### config.mk
export PLATFORM = sky130hd
export DESIGN_NAME = pwm_output_stage_control
export DESIGN_NICKNAME = d
export VERILOG_FILES = /design/src/pwm_output_stage_control.v /design/src/pwm_gen_counter.v /design/src/pwm_out_cond.v
export VERILOG_INCLUDE_DIRS = /design/src
export SDC_FILE = /design/constraint.sdc
export NUM_CORES = 1
export LEC_CHECK = 0
export BUFFER_PORTS_ARGS = -buffer_cell sky130_fd_sc_hd__buf_4
export CAP_MARGIN = 20
export CELL_PAD_IN_SITES_DETAIL_PLACEMENT = 1
export CELL_PAD_IN_SITES_GLOBAL_PLACEMENT = 2
export CORE_MARGIN = 2
export CORE_UTILIZATION = 37
export DETAILED_ROUTE_END_ITERATION = 10
export GPL_TIMING_DRIVEN = 0
export PLACE_DENSITY = 0.73
export SYNTH_ARGS = -nofsm -noshare
export SYNTH_HDL_FRONTEND = slang
export SYNTH_SLANG_ARGS = --single-unit
### constraint.sdc
create_clock -name clk -period 3.25 [get_ports clk]
set_input_delay 0.1625 -clock clk [delete_from_list [all_inputs] [get_ports clk]]
set_output_delay 0.1625 -clock clk [all_outputs]
set_load 0.01 [all_outputs]
### src/pwm_stage_map.vh
// constants for the pwm output stage: widths, counts and reset values
`ifndef PWM_STAGE_MAP_VH
`define PWM_STAGE_MAP_VH

// ------------------------------------------------------------
// sizes
// ------------------------------------------------------------
`define NUM_GENS 4
`define NUM_OUTS 8
`define OUT_IDX_W 3
`define CNT_W 16

// ------------------------------------------------------------
// reset values
// ------------------------------------------------------------
`define PERIOD_RST 16'h00ff
`define WIDTH_RST 16'h0000
`define OUT_MASK_RST 8'h00

`endif

### src/pwm_output_stage_control.v
// pwm unit: four time bases, eight compare outputs, output conditioning
`timescale 1ns/1ps
`default_nettype none
`include "pwm_stage_map.vh"

// Overview of operation
// suppressed output goes inactive during fault
// unsuppressed outputs keep waveform during fault
// fault level defaults low, always low basic
// per-output level picks high or low
// fault level ignored for unsuppressed outputs
// selectable level only in extended variant
// invert set makes output active low
// invert clear passes output unchanged
// enable set drives generated signal
// enable clear holds output inactive
// width counted in pwm clock ticks
// width sets high part before inversion
// width read returns last programmed value
// later writes overwrite pending width
// sync command zeroes selected counters together
// generator select is per-generator bitmask
// sync update applies queued values at zero
// period is ticks between zero events
// outputs resume waveform when fault clears
module pwm_output_stage_control
#(
    parameter EXT_FAULT = 1
)
(
    input wire clk,
    input wire rst,
    input wire faultIn,
    input wire [`NUM_OUTS-1:0] output_select_mask,
    input wire cfgSuppressWrite,
    input wire fault_suppress_select,
    input wire cfgLevelWrite,
    input wire fault_level_high_select,
    input wire cfgInvertWrite,
    input wire invertSelect,
    input wire cfgEnableWrite,
    input wire enableSelect,
    input wire widthWrite,
    input wire [`OUT_IDX_W-1:0] output_index,
    input wire [`CNT_W-1:0] pulse_width_count,
    output reg [`CNT_W-1:0] widthReadData,
    input wire periodWrite,
    input wire [`CNT_W-1:0] periodData,
    input wire syncTimeBase,
    input wire syncUpdate,
    input wire [`NUM_GENS-1:0] generator_select_mask,
    output wire [`NUM_GENS-1:0] genZero,
    output reg [`NUM_GENS-1:0] genPending,
    output reg [`NUM_OUTS-1:0] pwmPins,
    output wire faultSeen
);

// ------------------------------------------------------------
// fault input synchroniser
// ------------------------------------------------------------
reg faultMeta; // first stage, read only by second
reg faultSync; // safe fault level

// two flops before any logic looks at the pin
always @(posedge clk)
begin
    if (rst)
    begin
        faultMeta <= 1'b0;
        faultSync <= 1'b0;
    end
    else
    begin
        faultMeta <= faultIn;
        faultSync <= faultMeta;
    end
end

assign faultSeen = faultSync; // live fault state

// ------------------------------------------------------------
// per-output configuration bits
// ------------------------------------------------------------
reg [`NUM_OUTS-1:0] suppressCfg; // fault suppression per output
reg [`NUM_OUTS-1:0] levelCfg; // fault drive high per output
reg [`NUM_OUTS-1:0] invertCfg; // polarity per output
reg [`NUM_OUTS-1:0] enableCfg; // output enables

// masked update: only selected bits take the new value
function [`NUM_OUTS-1:0] maskedSet;
    input [`NUM_OUTS-1:0] old;
    input [`NUM_OUTS-1:0] sel;
    input val;
    begin
        maskedSet = val ? (old | sel) : (old & ~sel);
    end
endfunction

// configuration write ports
always @(posedge clk)
begin
    if (rst)
    begin
        suppressCfg <= `OUT_MASK_RST;
        levelCfg <= `OUT_MASK_RST;
        invertCfg <= `OUT_MASK_RST;
        enableCfg <= `OUT_MASK_RST;
    end
    else
    begin
        if (cfgSuppressWrite)
            suppressCfg <= maskedSet(suppressCfg, output_select_mask,
                fault_suppress_select);
        // level bits only exist with extended fault handling
        if (cfgLevelWrite && (EXT_FAULT != 0))
            levelCfg <= maskedSet(levelCfg, output_select_mask,
                fault_level_high_select);
        if (cfgInvertWrite)
            invertCfg <= maskedSet(invertCfg, output_select_mask,
                invertSelect);
        if (cfgEnableWrite)
            enableCfg <= maskedSet(enableCfg, output_select_mask,
                enableSelect);
    end
end

// ------------------------------------------------------------
// generator time bases
// ------------------------------------------------------------
wire [`CNT_W-1:0] genCount [0:`NUM_GENS-1]; // live counters
wire [`NUM_GENS-1:0] genPendingW; // per-generator pending flags
wire [`NUM_GENS-1:0] genApply; // one-cycle apply request

// one bit of mask per generator, any combination
assign genApply = syncUpdate ? generator_select_mask : {`NUM_GENS{1'b0}};

genvar g;
generate
    for (g = 0; g < `NUM_GENS; g = g + 1)
    begin : gen_tb
        pwm_gen_counter u_cnt
        (
            .clk(clk),
            .rst(rst),
            .syncReset(syncTimeBase & generator_select_mask[g]),
            .applyUpdate(genApply[g]),
            .periodWrite(periodWrite & generator_select_mask[g]),
            .periodData(periodData),
            .count(genCount[g]),
            .activePeriod(),
            .zeroPulse(genZero[g]),
            .updatePending(genPendingW[g])
        );
    end
endgenerate

// pending flags registered for a clean status output
always @(posedge clk)
begin
    if (rst)
        genPending <= {`NUM_GENS{1'b0}};
    else
        genPending <= genPendingW;
end

// ------------------------------------------------------------
// pulse width storage and comparators
// ------------------------------------------------------------
reg [`CNT_W-1:0] widthPend [0:`NUM_OUTS-1]; // programmed widths
reg [`CNT_W-1:0] widthLive [0:`NUM_OUTS-1]; // comparator widths
reg [`NUM_OUTS-1:0] rawWave; // comparator result before polarity
wire [`NUM_OUTS-1:0] condLevel; // conditioned levels

// width read returns the programmed, not the live value
always @(posedge clk)
begin
    if (rst)
        widthReadData <= `WIDTH_RST;
    else
        widthReadData <= widthPend[output_index];
end

genvar o;
generate
    for (o = 0; o < `NUM_OUTS; o = o + 1)
    begin : gen_cmp
        // two outputs share each generator
        localparam integer GIDX = o / 2;

        // pending/live width and commit of the armed update
        always @(posedge clk)
        begin
            if (rst)
            begin
                widthPend[o] <= `WIDTH_RST;
                widthLive[o] <= `WIDTH_RST;
            end
            else
            begin
                if (widthWrite && output_index == o)
                    widthPend[o] <= pulse_width_count;
                // commit at zero once the update is armed
                if (genZero[GIDX] && genPendingW[GIDX]
                    && !genApply[GIDX])
                    widthLive[o] <= widthPend[o];
            end
        end

        // high for width ticks after zero, before inversion
        always @(posedge clk)
        begin
            if (rst)
                rawWave[o] <= 1'b0;
            else
                rawWave[o] <= (genCount[GIDX] < widthLive[o]);
        end

        // polarity, fault override and enable
        pwm_out_cond #(.EXT_FAULT(EXT_FAULT)) u_cond
        (
            .rawWave(rawWave[o]),
            .faultActive(faultSync),
            .suppress(suppressCfg[o]),
            .levelHigh(levelCfg[o]),
            .invert(invertCfg[o]),
            .enable(enableCfg[o]),
            .pinLevel(condLevel[o])
        );
    end
endgenerate

// ------------------------------------------------------------
// registered pin drive
// ------------------------------------------------------------

// pins come from flops; fault release restores waveform directly
always @(posedge clk)
begin
    if (rst)
        pwmPins <= `OUT_MASK_RST;
    else
        pwmPins <= condLevel;
end

endmodule
`default_nettype wire

### src/pwm_gen_counter.v
// one pwm time base with deferred period load at counter zero
`timescale 1ns/1ps
`default_nettype none
`include "pwm_stage_map.vh"

module pwm_gen_counter
(
    input wire clk,
    input wire rst,
    input wire syncReset,
    input wire applyUpdate,
    input wire periodWrite,
    input wire [`CNT_W-1:0] periodData,
    output reg [`CNT_W-1:0] count,
    output reg [`CNT_W-1:0] activePeriod,
    output wire zeroPulse,
    output reg updatePending
);

// ------------------------------------------------------------
// pending period and counter
// ------------------------------------------------------------
reg [`CNT_W-1:0] pendingPeriod; // last programmed period

assign zeroPulse = (count == {`CNT_W{1'b0}}); // counter-zero event

// counter runs 0..period-1, so zero repeats every period ticks
always @(posedge clk)
begin
    if (rst)
    begin
        count <= {`CNT_W{1'b0}};
        activePeriod <= `PERIOD_RST;
        pendingPeriod <= `PERIOD_RST;
        updatePending <= 1'b0;
    end
    else
    begin
        // latest write overwrites pending value
        if (periodWrite)
            pendingPeriod <= periodData;
        // sync clear of the time base
        if (syncReset)
            count <= {`CNT_W{1'b0}};
        else if (count + 16'h0001 >= activePeriod)
            count <= {`CNT_W{1'b0}};
        else
            count <= count + 16'h0001;
        // queued values take effect at zero
        if (zeroPulse && updatePending && !applyUpdate)
        begin
            activePeriod <= pendingPeriod;
            updatePending <= 1'b0;
        end
        else if (applyUpdate)
            updatePending <= 1'b1;
    end
end

endmodule
`default_nettype wire

### src/pwm_out_cond.v
// one output conditioning lane: invert, fault override and enable
`timescale 1ns/1ps
`default_nettype none
`include "pwm_stage_map.vh"

module pwm_out_cond
#(
    parameter EXT_FAULT = 1
)
(
    input wire rawWave,
    input wire faultActive,
    input wire suppress,
    input wire levelHigh,
    input wire invert,
    input wire enable,
    output wire pinLevel
);

// ------------------------------------------------------------
// conditioning chain
// ------------------------------------------------------------
wire shaped; // waveform after polarity choice
wire faulted; // level chosen for fault
wire chosen; // waveform or fault level

assign shaped = invert ? ~rawWave : rawWave;
// level high only in extended variant, otherwise low
assign faulted = (EXT_FAULT != 0) ? levelHigh : 1'b0;
// non-suppressed outputs ignore the fault entirely
assign chosen = (faultActive && suppress) ? faulted : shaped;
assign pinLevel = enable ? chosen : 1'b0;

endmodule
`default_nettype wire

Word level (Yosys, flattened, before mapping) --
Memories as Yosys holds them, arrays and structs flattened. A register that Yosys moved wholly into a read port is not among the register bits. Index checks and enable logic that the tools add are counted. W data, S select, Z words.
Word-level totals: word-level logic and storage cells 237, bits in registers 250, memories kept 2, bits in latches 0, input port bits 62, ROM bits 0, memory bits (writable) 256
Memories:
- widthLive | words 8, width 16, rd ports 8, clocked after memory_dff 0, write ports 8, RTL line pwm_output_stage_control.v:170 | reg [`CNT_W-1:0] widthLive [0:`NUM_OUTS-1];
- widthPend | words 8, width 16, rd ports 9, clocked after memory_dff 1, write ports 8, RTL line pwm_output_stage_control.v:169 | reg [`CNT_W-1:0] widthPend [0:`NUM_OUTS-1];
Operators by class: mux-type cells 75, equal/unequal tests 7, add/sub/neg operators 4, $lt $le $gt $ge 12, reduce and logical (&&, ||, !) cells 49, shift operators 0, bitwise logic cells 49, $mul 0, div/mod/pow operators 0
Operators with widths (number):
- $mux W16 | 16
- $lt A16 B16 Y1 | 8
- $add A16 B1 Y16 const B | 4
- $ge A16 B16 Y1 | 4
- $logic_not A16 Y1 | 4
- $mux W1 | 54
- $and A8 B8 Y8 | 4
- $mux W8 | 4
- $or A8 B8 Y8 | 4
- $logic_and A1 B1 Y1 | 24
- $reduce_or A2 Y1 | 12
- $not A1 Y1 | 16
- $or A1 B1 Y1 | 16
- $eq A3 B3 Y1 const B | 4
- $reduce_or A3 Y1 | 4
- $and A1 B1 Y1 | 8
- $not A8 Y8 | 1
- $eq A3 B2 Y1 const B | 2
- $logic_not A1 Y1 | 4
- $mux W4 | 1
- $eq A3 B1 Y1 const B | 1
- $logic_not A3 Y1 | 1

Longest topological paths before layout --
word-level depth 7, mapped depth 12

Modules after synthesis --
From an unflattened synthesis, not the netlist that was laid out.
Second synthesis, totals: cells, all modules 2396, area total of the unflattened synthesis 25916.1 µm²
By module, submodules not included:
- pwm_output_stage_control | instances 1, area an instance 15931.5 µm², cells each 1316
- pwm_gen_counter | instances 4, area an instance 2421.1 µm², cells each 260
- pwm_out_cond | instances 8, area an instance 37.5 µm², cells each 5

Worst setup path after synthesis --
No wires, ideal clock.
kind register to register, start point register gen_tb[3].u_cnt.count[1], end point register gen_tb[3].u_cnt.count[8], setup slack 0.198 ns, library setup time 0.114 ns, path buffers 1, stages on the path, launching flop included 13, data arrival time 2.937 ns, required time 3.136 ns, path through dfxtp_1 ha_1 inv_1 or3_1 nor3_1 xor2_1 ha_1 nand4_1 nor2_1 o2111ai_1 o31ai_1 clkbuf_1 and2b_1
On the way: cells in the longest elaborated chain, start to end 3
Ends and longest elaborated chain:
- start, declared | RTL line pwm_gen_counter.v:14 | output reg [`CNT_W-1:0] count,
- start signal, assigned | RTL line pwm_gen_counter.v:32 | count <= {`CNT_W{1'b0}};
- start signal, assigned | RTL line pwm_gen_counter.v:44 | count <= {`CNT_W{1'b0}};
- start signal, assigned | RTL line pwm_gen_counter.v:46 | count <= {`CNT_W{1'b0}};
- $add A16 B1 Y16 (*) | RTL line pwm_gen_counter.v:45, pwm_gen_counter.v:48
- $ge A16 B16 Y1 | RTL line pwm_gen_counter.v:45 | else if (count + 16'h0001 >= activePeriod)
- $reduce_or A3 Y1 (no source line)
Mark *: on every way between the ends. The rest lies on a longest branch, timed or not. A chain may end at the register's enable or synchronous reset.

Final worst setup path --
start point register gen_tb[0].u_cnt.count[0], end point register gen_tb[0].u_cnt.count[7]
On the way: cells in the longest elaborated chain, start to end 3
Ends and longest elaborated chain (RTL line):
- start, declared | pwm_gen_counter.v:14
- start signal, assigned | pwm_gen_counter.v:32
- start signal, assigned | pwm_gen_counter.v:44
- start signal, assigned | pwm_gen_counter.v:46
- $add A16 B1 Y16 (*) | pwm_gen_counter.v:45, pwm_gen_counter.v:48
- $ge A16 B16 Y1 | pwm_gen_counter.v:45
- $reduce_or A3 Y1 (no source line)
Marked as above.

==> impl_metrics.ini <==
[clock_tree]
clock_path_buffers = 3
root_buffer = clkbuf_16
cts_tree = built
cts.sinks = 522
cts-buffers-inserted = 59
clock_latency_ns = 0.61
cts_htree_levels = 2
path_clk_slew_ns = 0.06

[logic_synthesis]
synthFlopType = dfxtp_1
seq_area_frac_synth = 0.517
syn_avg_cell_area_um2 = 10.3
syn-num-nets = 2684
synth_seq_cells = 522
ys_warn_count = 0
postSynthCellCount = 2430
syn_area_um2 = 25100
synth.distinct_cells = 51
synth_top_area_frac = 0.306
synthTopCellsByArea = edfxtp_1 (31%), dfxtp_1 (21%), ha_1 (9.6%)
synth_largest_area_cell = edfxtp_1
synth-edff-count = 256
ys_async_sr_fraction = 0

[placed_design]
dpl-instance-area_um2 = 26900
place_hpwl_mm = 59.9
place_congestion = 0.874
port-buffer-count = 76
dp_slack_ns = -0.540

[critical_path]
cp.required_ns = 3.75
cp-end-kind = flip-flop
cp_max_fo = 10
critPathKind = flip-flop to flip-flop
worstPathArrival_ns = 3.57
start_kind = flip-flop

[pwr]
combPwrFrac = 0.081
p_per_area_nw_per_um2 = 527
switching_share = 0.237
p_int_mw = 11.9
clockPowerShare = 0.443
p_seq_frac = 0.476
power_switching_mw = 3.72
p_leak_nw = 12.6
ir_drop_v = 0.000367

[floorplan]
start_util = 0.374
ios = 95
core_area_um2 = 67300
dieHeight_um = 265
rows = 95
fp.dieArea_um2 = 70100
dieWidth_um = 265

[global_route]
grt_start_max_net_pins = 33
grt_overflow = 0
grt_antenna_before_repair = 1
grt_pass1_wl_mm = 117
grt_pass1_vias = 19274
track_usage = 0.219

[detailed_routing]
dr.first_iter.drc_count = 1102
wirelength_mm = 77.1
drc_errors = 0
vias = 18083
wl_per_cell_um = 21.7
ant_nets = 0
vias_per_cell = 5.09
drtPass1Iterations = 5

[timing]
holdWs_ns = 0.0536
maxSlewViolCount = 0
relSlewSlack = 0.253
fin_skew_ns = 0.0173
setup_slack_ns = 0.188
grt_setup_unrepaired = no
hold_viol_final = 0
setup_tns_ns = 0
worst_pin_slew_ns = 1.12
fmax_mhz = 327
period_minus_slack_ns = 3.06
fin_crit_sh = 0.942
setup_viol = 0

[layout]
finalNetCount = 2888
syn2layout_area_growth_pct = 18.2
finalInstanceArea_um2 = 29700
drive_gt1_frac = 0.108

[run_status]
status = finished clean

[hold_path]
hold_path_class = input pin to flip-flop

[flow_run]
drv_cap = 0
==> through the flow <==
stage | utilization | cells | total power [mW]
floorplan | - | 2430 | 8.16
global placement | 0.398 | 3379 | 8.73
detailed placement | 0.400 | 3386 | 8.79
CTS | 0.440 | 3550 | 15.8
global route | 0.442 | 3553 | 16.2
finish | 0.442 | 3554 | 15.7
==> sequential cells by signal (all words and copies together), names as in the netlist, named ones only <==
name,cells
widthLive,128
widthPend,128
gen_tb.u_cnt.activePeriod,64
gen_tb.u_cnt.count,64
gen_tb.u_cnt.pendingPeriod,64
widthReadData,16
pwmPins,8
rawWave,8
genPending,4
gen_tb.u_cnt.updatePending,4
faultMeta,1
faultSeen,1
==> worst max-delay path, stage by stage, from the launching register on <==
cell and delay [ns]:
dfxtp_1 0.46, and3_1 0.28, nand3_1 0.23, nor3_1 0.30, xor2_1 0.15, ha_1 0.32, nand4_1 0.14, nor3_1 0.28
o211ai_1 0.15, o21ai_2 0.22, clkbuf_4 0.25, and2b_1 0.19
==> cell families after synthesis <==
group	count (synthesis)	synth area share
fa+ha+maj	192	0.0955
mux	80	0.0478
simple gates	979	0.200
compound gates	278	0.0665
xor+xnor	64	0.0223
buf+inv	315	0.0500
flops	522	0.517
==> layout by cell type, fill, tap and decap left out, types with 16 or more instances in the layout <==
cell / count
a21o_1: 16
a21oi_1: 149
and2_1: 260
buf_4: 89
clkbuf_1: 79
clkbuf_16: 62
dfxtp_1: 248
dfxtp_2: 17
dlygate4sd3_1: 55
edfxtp_1: 256
ha_1: 191
inv_1: 202
mux2i_1: 48
mux4_2: 32
nand2_1: 280
nand3_1: 61
nand3b_1: 34
nor2_1: 142
nor2b_1: 49
nor3_1: 45
nor4_1: 24
o21ai_0: 34
xnor2_1: 43
xor2_1: 18
==> area by class of cell <==
class                      count  area (µm²)
inverter                     202         758
antenna                        1        2.50
timing repair buffer         144        1270
multi-input combinational   1593       11000
buffer                       112         512
tap                          873        1090
clock inverter                26         317
sequential                   522       13000
clock buffer                  81        1710
fill                        7424       37600
==> path summary, 6_finish.rpt <==
path	start	endpoint	slack, ns	cells past startpoint
hold / removal	rst	gen_tb[0].u_cnt.count[15]$_SDFF_PP0_	0.05	6
setup reg to reg	gen_tb[0].u_cnt.count[0]$_SDFF_PP0_	gen_tb[0].u_cnt.count[7]$_SDFF_PP0_	0.19	11
hold reg to reg	faultMeta$_SDFF_PP0_	faultSeen$_SDFF_PP0_	0.44	1
setup / recovery	gen_tb[0].u_cnt.count[0]$_SDFF_PP0_	gen_tb[0].u_cnt.count[7]$_SDFF_PP0_	0.19	11
==> Yosys cell counts (44+ instances only) <==
library cell,n
clkbuf_1,74
nor3_1,49
mux2i_1,48
inv_1,202
nand2_1,280
nor2b_1,49
ha_1,192
nor2_1,144
dfxtp_1,266
a21oi_1,149
and2_1,260
xnor2_1,44
edfxtp_1,256
nand3_1,62
==> what timing repair did <==
action                                 CTS  global route
endpoints found under the hold margin  229             0
pin swaps                                3             4
gates resized for setup                 28            24
hold buffers                            55             0
buffers inserted                         2             3
setup endpoints to repair               60            52
==> power groups by stage <==
stage | Sequential [mW] | Combinational (mW) | Clock [mW]
6_report | 7.44 | 1.27 | 6.94
5_1_grt | 7.47 | 1.40 | 7.34
4_1_cts | 7.44 | 1.28 | 7.08
3_5_place_dp | 7.58 | 1.21 | 0
3_3_place_gp | 7.57 | 1.15 | 0
2_1_floorplan | 7.46 | 0.695 | 0
==> per-layer routing <==
layer | routed length [µm] | track usage | vias to the layer above | share of wire
met4 | 2340 | 0.0666 | 0 | 0.030
met5 | 0 | 0 | - | 0
li1 | - | - | 8711 | -
met2 | 36900 | 0.377 | 309 | 0.48
met1 | 35700 | 0.290 | 8938 | 0.46
met3 | 2240 | 0.0254 | 125 | 0.029
Note: power is estimated with default switching activity, not from simulation.
